--- config.mk ---
export PLATFORM = sky130hd
export DESIGN_NAME = reset_cause_status
export DESIGN_NICKNAME = d
export VERILOG_FILES = /design/src/hw/reset_cause_status.v
export VERILOG_INCLUDE_DIRS = /design/src /design/src/hw
export SDC_FILE = /design/constraint.sdc
export NUM_CORES = 1
export LEC_CHECK = 0
export ABC_AREA = 1
export BUFFER_PORTS_ARGS = -buffer_cell sky130_fd_sc_hd__buf_2
export CAP_MARGIN = 10
export CORE_MARGIN = 2
export CORE_UTILIZATION = 58
export CTS_CLUSTER_DIAMETER = 30
export DETAILED_ROUTE_END_ITERATION = 7
export GPL_TIMING_DRIVEN = 1
export PLACE_DENSITY = 0.81
export SETUP_SLACK_MARGIN = 0.2
export SLEW_MARGIN = 20
export SYNTH_ARGS = -nofsm -noshare
export SYNTH_HDL_FRONTEND = slang
export SYNTH_SLANG_ARGS = --single-unit
--- constraint.sdc ---
create_clock -name aclk -period 2.9 [get_ports aclk]
set_clock_uncertainty 0.15 [all_clocks]
set_input_delay 0.435 -clock aclk [delete_from_list [all_inputs] [get_ports aclk]]
set_output_delay 0.435 -clock aclk [all_outputs]
set_load 0.01 [all_outputs]
--- src/hw/reset_cause_defs.vh ---
// Constants for the reset-cause status logic: register map, flag
// positions, reset values and program-counter load values.
`ifndef RESET_CAUSE_DEFS_VH
`define RESET_CAUSE_DEFS_VH

// Register byte offsets
`define REG_CAUSE_OFS    8'h00
`define REG_EVENT_OFS    8'h04
`define REG_PC_OFS       8'h08
`define REG_CONFIG_OFS   8'h0c
`define REG_KEPT_OFS     8'h10

// Cause register bit positions
`define BIT_BROWNOUT_N   0
`define BIT_POWERON_N    1
`define BIT_SLEEP_N      2
`define BIT_WATCHDOG_N   3
`define BIT_SWRESET_N    4
`define BIT_STK_UNF      6
`define BIT_STK_FUL      7

// Event register bit positions
`define EV_POR           0
`define EV_BROWNOUT      1
`define EV_SWRESET       2
`define EV_MASTER_CLEAR  3
`define EV_WATCHDOG      4
`define EV_STK_OVF       5
`define EV_STK_UNF       6
`define EV_INT_WAKE      7

// Config register bit positions
`define CFG_STACK_RST_EN 0
`define CFG_HIGH_INT_EN  1
`define CFG_LOW_INT_EN   2
`define CFG_MODE_LSB     3
`define CFG_MODE_MSB     4

// Operating modes
`define MODE_FULL        2'h0
`define MODE_PM_RUN      2'h1
`define MODE_IDLE        2'h2
`define MODE_SLEEP       2'h3

// Program counter values
`define PC_RESET_VEC     21'h000000
`define PC_HIGH_VEC      21'h000008
`define PC_LOW_VEC       21'h000018
`define PC_STEP          21'h000002
`define PC_RESET_VAL     21'h000000

// Flags after power-on: software, watchdog, sleep set; others clear
`define CAUSE_POR_VAL    8'h1c
`define KEPT_RESET_VAL   32'h00000000
`define CONFIG_RESET_VAL 32'h00000001
`define CONFIG_WR_MASK   32'h0000001f

`endif

--- src/hw/reset_cause_status.v ---
// Reset-cause status logic: records why the core reset or woke, sets
// the program counter load, and keeps the flags for software.
// Assumes one clock, AXI4-Lite master; events are one-cycle pulses
// from the core; power-on is signalled by the por_event input.
//
// Operation
// - Power-on and brown-out set flags, PC zero
// - Reset instruction clears software flag only
// - Master-clear in run mode sets timeout flag
// - Master-clear asleep sets timeout, clears power-down
// - Master-clear at full power keeps flags
// - Watchdog reset awake clears timeout flag
// - Enabled overflow resets, sets stack-full flag
// - Enabled underflow resets, sets underflow flag
// - Disabled underflow sets flag without reset
// - Watchdog asleep wakes, PC+2, clears two flags
// - Interrupt wake clears power-down, PC+2
// - Interrupt wake with interrupts enabled loads vector
// - General registers untouched by non-power resets
// - Watchdog wake keeps general registers intact
`timescale 1ns/10ps
`include "reset_cause_defs.vh"

module reset_cause_status
(
   // Clock and reset
   input  wire        aclk,
   input  wire        aresetn,
   // Core events, one-cycle pulses; then interrupt priority and current PC
   input  wire        por_event,
   input  wire        brownout_event,
   input  wire        swreset_event,
   input  wire        master_clear_input,
   input  wire        watchdog_timer,
   input  wire        stack_overflow_event,
   input  wire        stack_underflow_event,
   input  wire        interrupt_wake_event,
   input  wire        high_int_request,
   input  wire [20:0] current_pc,
   // Core results
   output reg         core_reset,
   output reg         core_wake,
   output reg         pc_load,
   output reg  [20:0] pc_value,
   output reg         clear_kept_regs,
   // Flags for the core
   output reg         software_reset_flag_n,
   output reg         watchdog_expired_flag_n,
   output reg         sleep_entered_flag_n,
   output reg         poweron_flag_n,
   output reg         brownout_flag_n,
   output reg         stack_full_flag,
   output reg         stack_underflow_flag,
   // AXI4-Lite write address
   input  wire [7:0]  s_axi_awaddr,
   input  wire        s_axi_awvalid,
   output reg         s_axi_awready,
   // AXI4-Lite write data
   input  wire [31:0] s_axi_wdata,
   input  wire [3:0]  s_axi_wstrb,
   input  wire        s_axi_wvalid,
   output reg         s_axi_wready,
   // AXI4-Lite write response
   output reg  [1:0]  s_axi_bresp,
   output reg         s_axi_bvalid,
   input  wire        s_axi_bready,
   // AXI4-Lite read
   input  wire [7:0]  s_axi_araddr,
   input  wire        s_axi_arvalid,
   output reg         s_axi_arready,
   output reg  [31:0] s_axi_rdata,
   output reg  [1:0]  s_axi_rresp,
   output reg         s_axi_rvalid,
   input  wire        s_axi_rready
);

   localparam [1:0] RESP_OKAY   = 2'h0;
   localparam [1:0] RESP_SLVERR = 2'h2;

   // Flags after reset match a power-on event
   localparam [7:0] FLAGS_AT_POR = `CAUSE_POR_VAL;

   // Configuration and kept scratch register
   reg  [31:0] config_reg;
   reg  [31:0] kept_reg;
   reg  [7:0]  last_event;
   wire        stack_fault_reset_enable;
   wire        high_priority_global_int_enable;
   wire        low_priority_global_int_enable;
   wire [1:0]  run_mode;
   wire        asleep;

   assign stack_fault_reset_enable        = config_reg[`CFG_STACK_RST_EN];
   assign high_priority_global_int_enable = config_reg[`CFG_HIGH_INT_EN];
   assign low_priority_global_int_enable  = config_reg[`CFG_LOW_INT_EN];
   assign run_mode = config_reg[`CFG_MODE_MSB:`CFG_MODE_LSB];
   // Idle and sleep behave alike for master clear and watchdog
   assign asleep   = (run_mode == `MODE_IDLE) ||
                     (run_mode == `MODE_SLEEP);

   // Write channel capture, either order
   // Each ready lasts one cycle, so a beat is never taken twice;
   // a pending response holds off the next write
   reg         aw_held;
   reg         w_held;
   reg  [7:0]  aw_addr;
   reg  [31:0] w_data;
   reg  [3:0]  w_strb;
   wire        do_write;
   wire        cause_wr;
   wire [7:0]  wr_byte0;

   assign do_write = aw_held && w_held && !s_axi_bvalid;
   assign cause_wr = do_write && (aw_addr == `REG_CAUSE_OFS) &&
                     w_strb[0];
   assign wr_byte0 = w_data[7:0];

   always @(posedge aclk)
   begin
      if (!aresetn)
      begin
         aw_held       <= 1'b0;
         w_held        <= 1'b0;
         aw_addr       <= 8'h00;
         w_data        <= 32'h00000000;
         w_strb        <= 4'h0;
         s_axi_awready <= 1'b0;
         s_axi_wready  <= 1'b0;
         s_axi_bvalid  <= 1'b0;
         s_axi_bresp   <= RESP_OKAY;
      end
      else
      begin
         s_axi_awready <= !aw_held && !s_axi_awready && s_axi_awvalid;
         s_axi_wready  <= !w_held && !s_axi_wready && s_axi_wvalid;
         if (s_axi_awvalid && s_axi_awready)
         begin
            aw_held <= 1'b1;
            aw_addr <= s_axi_awaddr;
         end
         if (s_axi_wvalid && s_axi_wready)
         begin
            w_held <= 1'b1;
            w_data <= s_axi_wdata;
            w_strb <= s_axi_wstrb;
         end
         if (do_write)
         begin
            aw_held      <= 1'b0;
            w_held       <= 1'b0;
            s_axi_bvalid <= 1'b1;
            if (aw_addr == `REG_CAUSE_OFS || aw_addr == `REG_CONFIG_OFS ||
                aw_addr == `REG_KEPT_OFS)
               s_axi_bresp <= RESP_OKAY;
            else
               s_axi_bresp <= RESP_SLVERR;
         end
         else if (s_axi_bvalid && s_axi_bready)
            s_axi_bvalid <= 1'b0;
      end
   end

   // Byte-lane merge for the plain registers
   function [31:0] merge;
      input [31:0] old;
      input [31:0] data;
      input [3:0]  strb;
      integer i;
      begin
         merge = old;
         for (i = 0; i < 4; i = i + 1)
            if (strb[i])
               merge[i*8 +: 8] = data[i*8 +: 8];
      end
   endfunction

   // Stack underflow never resets when the enable is low
   wire stk_unf_reset;
   wire stk_ovf_reset;
   wire wdt_reset;
   wire wdt_wake;
   wire any_reset;
   wire any_wake;
   wire vector_wake;

   assign stk_ovf_reset = stack_overflow_event && stack_fault_reset_enable;
   assign stk_unf_reset = stack_underflow_event && stack_fault_reset_enable;
   assign wdt_reset     = watchdog_timer && !asleep;
   assign wdt_wake      = watchdog_timer && asleep;
   assign any_reset     = por_event | brownout_event | swreset_event |
                          master_clear_input | wdt_reset |
                          stk_ovf_reset | stk_unf_reset;
   assign any_wake      = !any_reset && (wdt_wake || interrupt_wake_event);
   // A watchdog wake outranks an interrupt wake for the PC
   assign vector_wake   = interrupt_wake_event && !wdt_wake &&
      (high_priority_global_int_enable || low_priority_global_int_enable);

   // Flag update: software write first, events override it
   // An event in the same cycle as a write wins on the bits it
   // touches; the other bits still take the written value
   reg [7:0] next_flags;
   always @*
   begin
      next_flags = {stack_full_flag, stack_underflow_flag, 1'b0,
                    software_reset_flag_n, watchdog_expired_flag_n,
                    sleep_entered_flag_n, poweron_flag_n,
                    brownout_flag_n};
      if (cause_wr)
         next_flags = {wr_byte0[7:6], 1'b0, wr_byte0[4:0]};
      if (por_event)
         next_flags = `CAUSE_POR_VAL;
      else
      begin
         if (brownout_event)
         begin
            next_flags[`BIT_SWRESET_N]  = 1'b1;
            next_flags[`BIT_WATCHDOG_N] = 1'b1;
            next_flags[`BIT_SLEEP_N]    = 1'b1;
            next_flags[`BIT_BROWNOUT_N] = 1'b0;
         end
         if (swreset_event)
            next_flags[`BIT_SWRESET_N] = 1'b0;
         if (master_clear_input && run_mode != `MODE_FULL)
            next_flags[`BIT_WATCHDOG_N] = 1'b1;
         if (master_clear_input && asleep)
            next_flags[`BIT_SLEEP_N] = 1'b0;
         // Timeout flag clears whether the watchdog resets or wakes
         if (watchdog_timer)
            next_flags[`BIT_WATCHDOG_N] = 1'b0;
         if (wdt_wake)
            next_flags[`BIT_SLEEP_N] = 1'b0;
         if (interrupt_wake_event)
            next_flags[`BIT_SLEEP_N] = 1'b0;
         if (stk_ovf_reset)
            next_flags[`BIT_STK_FUL] = 1'b1;
         // Set even when the enable is low and no reset follows
         if (stack_underflow_event)
            next_flags[`BIT_STK_UNF] = 1'b1;
      end
   end

   // Event outputs and flags
   always @(posedge aclk)
   begin
      if (!aresetn)
      begin
         stack_full_flag         <= FLAGS_AT_POR[`BIT_STK_FUL];
         stack_underflow_flag    <= FLAGS_AT_POR[`BIT_STK_UNF];
         software_reset_flag_n   <= FLAGS_AT_POR[`BIT_SWRESET_N];
         watchdog_expired_flag_n <= FLAGS_AT_POR[`BIT_WATCHDOG_N];
         sleep_entered_flag_n    <= FLAGS_AT_POR[`BIT_SLEEP_N];
         poweron_flag_n          <= FLAGS_AT_POR[`BIT_POWERON_N];
         brownout_flag_n         <= FLAGS_AT_POR[`BIT_BROWNOUT_N];
         core_reset      <= 1'b0;
         core_wake       <= 1'b0;
         pc_load         <= 1'b0;
         pc_value        <= `PC_RESET_VAL;
         clear_kept_regs <= 1'b0;
         last_event      <= 8'h00;
         config_reg      <= `CONFIG_RESET_VAL;
         kept_reg        <= `KEPT_RESET_VAL;
      end
      else
      begin
         stack_full_flag         <= next_flags[`BIT_STK_FUL];
         stack_underflow_flag    <= next_flags[`BIT_STK_UNF];
         software_reset_flag_n   <= next_flags[`BIT_SWRESET_N];
         watchdog_expired_flag_n <= next_flags[`BIT_WATCHDOG_N];
         sleep_entered_flag_n    <= next_flags[`BIT_SLEEP_N];
         poweron_flag_n          <= next_flags[`BIT_POWERON_N];
         brownout_flag_n         <= next_flags[`BIT_BROWNOUT_N];
         core_reset      <= any_reset;
         core_wake       <= any_wake;
         pc_load         <= any_reset | any_wake;
         // Only power-on wipes the kept registers
         clear_kept_regs <= por_event;
         // pc_value holds between events; the core takes it on pc_load
         if (any_reset)
            pc_value <= `PC_RESET_VEC;
         else if (vector_wake)
            pc_value <= high_int_request ? `PC_HIGH_VEC :
                        `PC_LOW_VEC;
         else if (any_wake)
            pc_value <= current_pc + `PC_STEP;
         // Snapshot of the events that moved the PC or the flags
         if (any_reset | any_wake | stack_underflow_event)
            last_event <= {interrupt_wake_event, stack_underflow_event,
                           stack_overflow_event, watchdog_timer,
                           master_clear_input, swreset_event,
                           brownout_event, por_event};
         if (por_event)
            kept_reg <= `KEPT_RESET_VAL;
         else if (do_write && aw_addr == `REG_KEPT_OFS)
            kept_reg <= merge(kept_reg, w_data, w_strb);
         // Unused config bits are not stored and read back as zero
         if (do_write && aw_addr == `REG_CONFIG_OFS)
            config_reg <= merge(config_reg, w_data, w_strb) &
                          `CONFIG_WR_MASK;
      end
   end

   // Read channel, answer one cycle after address
   // Read data is a snapshot; flags may move while rvalid waits
   always @(posedge aclk)
   begin
      if (!aresetn)
      begin
         s_axi_arready <= 1'b0;
         s_axi_rvalid  <= 1'b0;
         s_axi_rdata   <= 32'h00000000;
         s_axi_rresp   <= RESP_OKAY;
      end
      else
      begin
         s_axi_arready <= !s_axi_arready && !s_axi_rvalid &&
                          s_axi_arvalid;
         if (s_axi_arvalid && s_axi_arready)
         begin
            s_axi_rvalid <= 1'b1;
            s_axi_rresp  <= RESP_OKAY;
            if (s_axi_araddr == `REG_CAUSE_OFS)
               s_axi_rdata <= {24'h000000, stack_full_flag,
                  stack_underflow_flag, 1'b0, software_reset_flag_n,
                  watchdog_expired_flag_n, sleep_entered_flag_n,
                  poweron_flag_n, brownout_flag_n};
            else if (s_axi_araddr == `REG_EVENT_OFS)
               s_axi_rdata <= {24'h000000, last_event};
            else if (s_axi_araddr == `REG_PC_OFS)
               s_axi_rdata <= {11'h000, pc_value};
            else if (s_axi_araddr == `REG_CONFIG_OFS)
               s_axi_rdata <= config_reg;
            else if (s_axi_araddr == `REG_KEPT_OFS)
               s_axi_rdata <= kept_reg;
            else
            begin
               s_axi_rdata <= 32'h00000000;
               s_axi_rresp <= RESP_SLVERR;
            end
         end
         else if (s_axi_rvalid && s_axi_rready)
            s_axi_rvalid <= 1'b0;
      end
   end

endmodule // reset_cause_status

[Word-level counts from Yosys, hierarchy flattened]
Cells that the tools add are included.
Word-level totals
  logic and storage cells: 138
  register bits: 164
  bits in latches: 0
  bits in writable memories: 0
  bits of input ports: 89
  memory bits (read-only): 0
  memories kept: 0
Cells by class
  $add $sub $neg: 1
  magnitude comparators: 0
  $mul: 0
  shift-type cells: 0
  eq/ne operators: 8
  reductions and logical operators: 61
  div/mod/pow operators: 0
  multiplexer cells: 28
  bitwise logic cells: 9
Operators with widths (number)
  32-bit 2-to-1 mux: 5
  21-bit 2-to-1 mux: 2
  1-bit logical AND: 26
  8-bit by 4-bit equality test with 1-bit output (second input constant): 3
  21-bit by 2-bit adder with 21-bit output (second input constant): 1
  8-bit by 5-bit equality test with 1-bit output (second input constant): 2
  8-bit logical NOT: 2
  1-bit 2-to-1 mux: 12
  2-bit 2-to-1 mux: 6
  2-bit nonzero test: 6
  1-bit logical NOT: 10
  2-bit AND reduction: 5
  8-bit by 3-bit equality test with 1-bit output (second input constant): 1
  8-bit 2-to-1 mux: 1
  1-bit OR: 8
  2-bit OR reduction: 3
  1-bit logical OR: 5
  5-bit 2-to-1 mux: 1
  5-bit nonzero test: 1
  2-bit equality test (second input constant): 2
  4-bit nonzero test: 1
  3-bit 2-to-1 mux: 1
  3-bit nonzero test: 1
  3-bit OR reduction: 1
  1-bit inverter: 1

[Depth between registers and ports, before layout]
  word-level depth: 11
  depth in mapped cells: 10

[Worst setup path after synthesis]
Ideal clock, no wire load.
  path kind: input -> register
  from: input current_pc[1]
  to: register pc_value[11]
  arrival: 1.380 ns
  setup time: 0.070 ns
  stages: 8
  required time: 2.680 ns
  setup slack: 1.300 ns
  cell sequence: ha_1 > nand3_1 > inv_1 > nand2_1 > nor2_1 > xor2_1 > nand2_1 > a21oi_1
Between the ends
  cells in the longest elaborated chain, start to end: 3
RTL lines
  from (decl): line reset_cause_status.v:39  | input wire [20:0] current_pc,
  21-bit by 2-bit adder with 21-bit output (no line)
  21-bit 2-to-1 mux: line reset_cause_status.v:283  | else if (any_wake)
  21-bit 2-to-1 mux: line reset_cause_status.v:280  | else if (vector_wake)
  to (signal assigned): line reset_cause_status.v:279  | pc_value <= `PC_RESET_VEC;
  to (signal assigned): line reset_cause_status.v:281  | pc_value <= high_int_request ? `PC_HIGH_VEC :
  to (signal assigned): line reset_cause_status.v:284  | pc_value <= current_pc + `PC_STEP;
  to (decl): line reset_cause_status.v:44  | output reg [20:0] pc_value,
Every way passes these cells. The select of a mux whose other input is x is not followed.
A chain may end at the register's enable or synchronous reset.

[Final worst setup path]
  from: input s_axi_araddr[2]
  to: register s_axi_rdata[5]
Between the ends
  cells in the longest elaborated chain, start to end: 6
  elaborated cells on any way between the ends: 10
RTL lines
  from (decl): line reset_cause_status.v:68  | input wire [7:0] s_axi_araddr,
  8-bit by 5-bit equality test with 1-bit output (no line)
  32-bit 2-to-1 mux: line reset_cause_status.v:332  | else if (s_axi_araddr == `REG_KEPT_OFS)
  32-bit 2-to-1 mux: line reset_cause_status.v:330  | else if (s_axi_araddr == `REG_CONFIG_OFS)
  32-bit 2-to-1 mux: line reset_cause_status.v:328  | else if (s_axi_araddr == `REG_PC_OFS)
  32-bit 2-to-1 mux: line reset_cause_status.v:326  | else if (s_axi_araddr == `REG_EVENT_OFS)
  32-bit 2-to-1 mux *: line reset_cause_status.v:321  | if (s_axi_araddr == `REG_CAUSE_OFS)
  to (signal assigned): line reset_cause_status.v:322  | s_axi_rdata <= {24'h000000, stack_full_flag,
  to (signal assigned): line reset_cause_status.v:327  | s_axi_rdata <= {24'h000000, last_event};
  to (signal assigned): line reset_cause_status.v:329  | s_axi_rdata <= {11'h000, pc_value};
  to (decl): line reset_cause_status.v:71  | output reg [31:0] s_axi_rdata,
Every way passes the cells marked *; elsewhere a longest branch is shown, timed or not.

==> out/qor.txt <==
post-CTS setup repair buffer count: 0
largest net degree at the start of global routing: 47
critical-path cell list: buf_2, nor2_1, nand2_1, inv_1, nand2_1, clkinv_1, nand2_1, nand3_1, nand2_1, a21oi_1
synthesized instance count: 946
utilization after layout: 0.707
nets: 1179
Starting Density: 0.592
CP required: 3.03 ns
Netlist cell types: 39
R2R Path End: w_data[11]
Final GP Congestion: 0.968
HPWL after detailed placement: 13.3 mm
antenna diode count: 0
H-tree depth: 4
pre-CTS setup slack: 0.508 ns
TritonCTS buffer count: 17
outcome: complete, no violations
Synth Cell Area: 7050 um^2
critical path class: input pin to flip-flop
Worst R2R Start: s_axi_wready
grt met1 use: 0.392
ANT nets after route: 0
LEAKAGE: 3.72 nW
R2R Setup Slk: 1.05 ns
worst vdd ir: 0.423 mV
area growth from synthesis to layout: 19.5%
Iter 0 DRT Violations: 508
vias per cell: 5.34
Clk Latency, worst-skew pair: 0.42 ns
delay-heaviest family, CP: simple AND/OR/NAND/NOR gates
Synth area leader: dfxtp_1
initial antenna violation count: 0
I/O Buffers: 159
Max Transition Viols Final: 0
CP arrival: 2.11 ns
cell area after layout: 8420 um^2
CTS clock-pin slew for the worst setup and hold paths: 0.06 ns
final-report setup violation count: 0
Switching Share: 0.229
Mapped Avg Cell Area: 7.45 um^2
Die Ht: 114 um
combinational share of power: 0.072
Worst Tran Pin Value: 0.734 ns
Max Cap Violations: 0
fin crit period: 1.99 ns
sequential share of power: 0.482
Seq cells post-synth: 162
startpoint types: input pin
synth top area cells: dfxtp_1, nand2_1, a21oi_1, o21ai_0, nor2_1
RSZ-0062 raised after global routing: no
Total GRT Usage: 0.285
met2 usage: 0.459
dpl cell area: 7870 um^2
met3 Use GR: 0.0572
slowest stage delay, CP: 0.51 ns
top cell type's share of synthesized area: 0.460
Clock Tree Buf Depth: 2
io pins: 162
post-DR wirelength/cell: 14.6 um
Die W: 114 um
CTS Hold Bufs: 0
CTS tree: done
Final Hold Fails: 0
Peak Freq: 504 MHz
sw power: 0.00109 W
worst reg-to-reg path cell count: 4
footprint of the multi-input gates: 3240 um^2
Setup TNS: 0 ns
cell-internal power: 0.00368 W
setup slack after layout: 0.915 ns
first-pass GRT wire length: 29.4 mm
hold endpoint: s_axi_wready
clock share of power: 0.445
core area: 11900 um^2
crit share post-route: 0.684
sequential-to-total area share from yosys stat: 0.460
drt total wl: 18.2 mm
share of layout cells above drive strength 1: 0.214
site row count: 40
Root Buffer: clkbuf_16
critical path fanouts, max: 17
Fillers: 1036
Top Usage Layer GRT: met2
Sink Count: 162
Die ar.: 13000 um^2
CP Capture Type: flip-flop
power density over the cells: 566 nW/um^2
number of global-route vias before repair: 5995
crit path max-delay cell type: clkinv_1
Hold WC Path Type: input pin to flip-flop
GR Overflow Total: 0
Rel. slew slack: 0.510
CTS resizes: 0
cell repeated most along the worst path: nand2_1
crit path buf inv count: 3
HP Start: s_axi_wvalid
Worst Hold Depth: 3
Reg area: 3240 um^2
synth warn: 0
DRC violations left: 0
Vias: 6660
detailed-router iteration count before antenna repair: 6
## power by group through the flow
stage	Combinational, W	Clock, W	Sequential [W]
floorplan	0.000205	0	0.00235
global placement	0.000336	0	0.00235
detailed placement	0.000340	0	0.00235
CTS	0.000344	0.00215	0.00230
global route	0.000385	0.00225	0.00231
finish	0.000345	0.00213	0.00230
## through the flow
stage	hold WS, ns	instances	power (W)
finish	0.105	1248	0.00477
detailed placement	0.279	1217	0.00269
floorplan	0.274	947	0.00255
global placement	0.276	1217	0.00268
global route	0.103	1248	0.00495
CTS	0.0902	1248	0.00479
## cell families after synthesis
logic type | count (synthesis) | share of synthesized area
xor gates and xnor gates | 11 | 0.0137
buffers and inverters | 135 | 0.0803
other | 1 | 0.000532
AOI/OAI and AO/OA | 233 | 0.185
and+or+nand+nor | 403 | 0.259
adders and majority gates | 1 | 0.00178
DFF | 162 | 0.460
## per-layer routing
| layer | wire length [um] | part of all wire |
|---|---|---|
| met1 | 8300 | 0.46 |
| met2 | 8420 | 0.46 |
| met3 | 1260 | 0.069 |
| met4 | 261 | 0.014 |
| met5 | 0 | 0 |
## how the worst max path moves through the flow
stage	from	endpoint	slack, ns	cells past startpoint
3_5_place_dp	s_axi_araddr[2]	s_axi_rdata[5]	0.51	10
3_3_place_gp	s_axi_araddr[2]	s_axi_rdata[5]	0.60	10
4_1_cts	s_axi_araddr[2]	s_axi_rdata[5]	0.95	10
5_1_grt	s_axi_araddr[2]	s_axi_rdata[5]	0.65	10
2_1_floorplan	current_pc[1]	pc_value[11]	1.30	8
6_report	s_axi_araddr[2]	s_axi_rdata[5]	0.91	10
## final cells by class
class	count	share of cell area
clock buffer	21	0.0535
timing repair buffer	166	0.101
inverter	92	0.0413
tap	147	0.0218
clock inverter	10	0.0129
multi-input combinational	650	0.385
sequential	162	0.385
## tightest hold or removal path, cell delays in order
cell     delay (ns)
buf_2          0.10
nand2_1        0.05
nor3_1         0.04
## synth_stat cells
library cell,number
a211oi_1,3
a211oi_2,10
a21oi_1,111
a21oi_2,3
buf_1,1
buf_2,8
buf_4,4
buf_6,4
clkbuf_1,25
clkbuf_2,1
clkinv_1,1
conb_1,1
dfxtp_1,162
ha_1,1
inv_1,87
inv_2,3
inv_4,1
nand2_1,190
nand2_2,2
nand2_4,1
nand3_1,67
nand3_2,5
nand3_4,2
nand3b_1,1
nand3b_4,1
nand4_1,4
nor2_1,110
nor2_2,4
nor2_4,4
nor2_8,4
nor3_1,7
nor3_4,1
o211ai_1,7
o21ai_0,86
o21ai_1,4
o21ai_2,1
o21bai_1,8
xnor2_1,7
xor2_1,4
## cells in the final DEF (no fill, tap or decap), types with 8 or more instances in the layout
master	instances
a211oi_2	10
a21oi_1	111
buf_2	159
clkbuf_16	17
dfxtp_1	162
inv_1	87
nand2_1	190
nand3_1	67
nor2_1	110
o21ai_0	86
o21bai_1	8
Note: power is estimated with default switching activity, not from simulation.
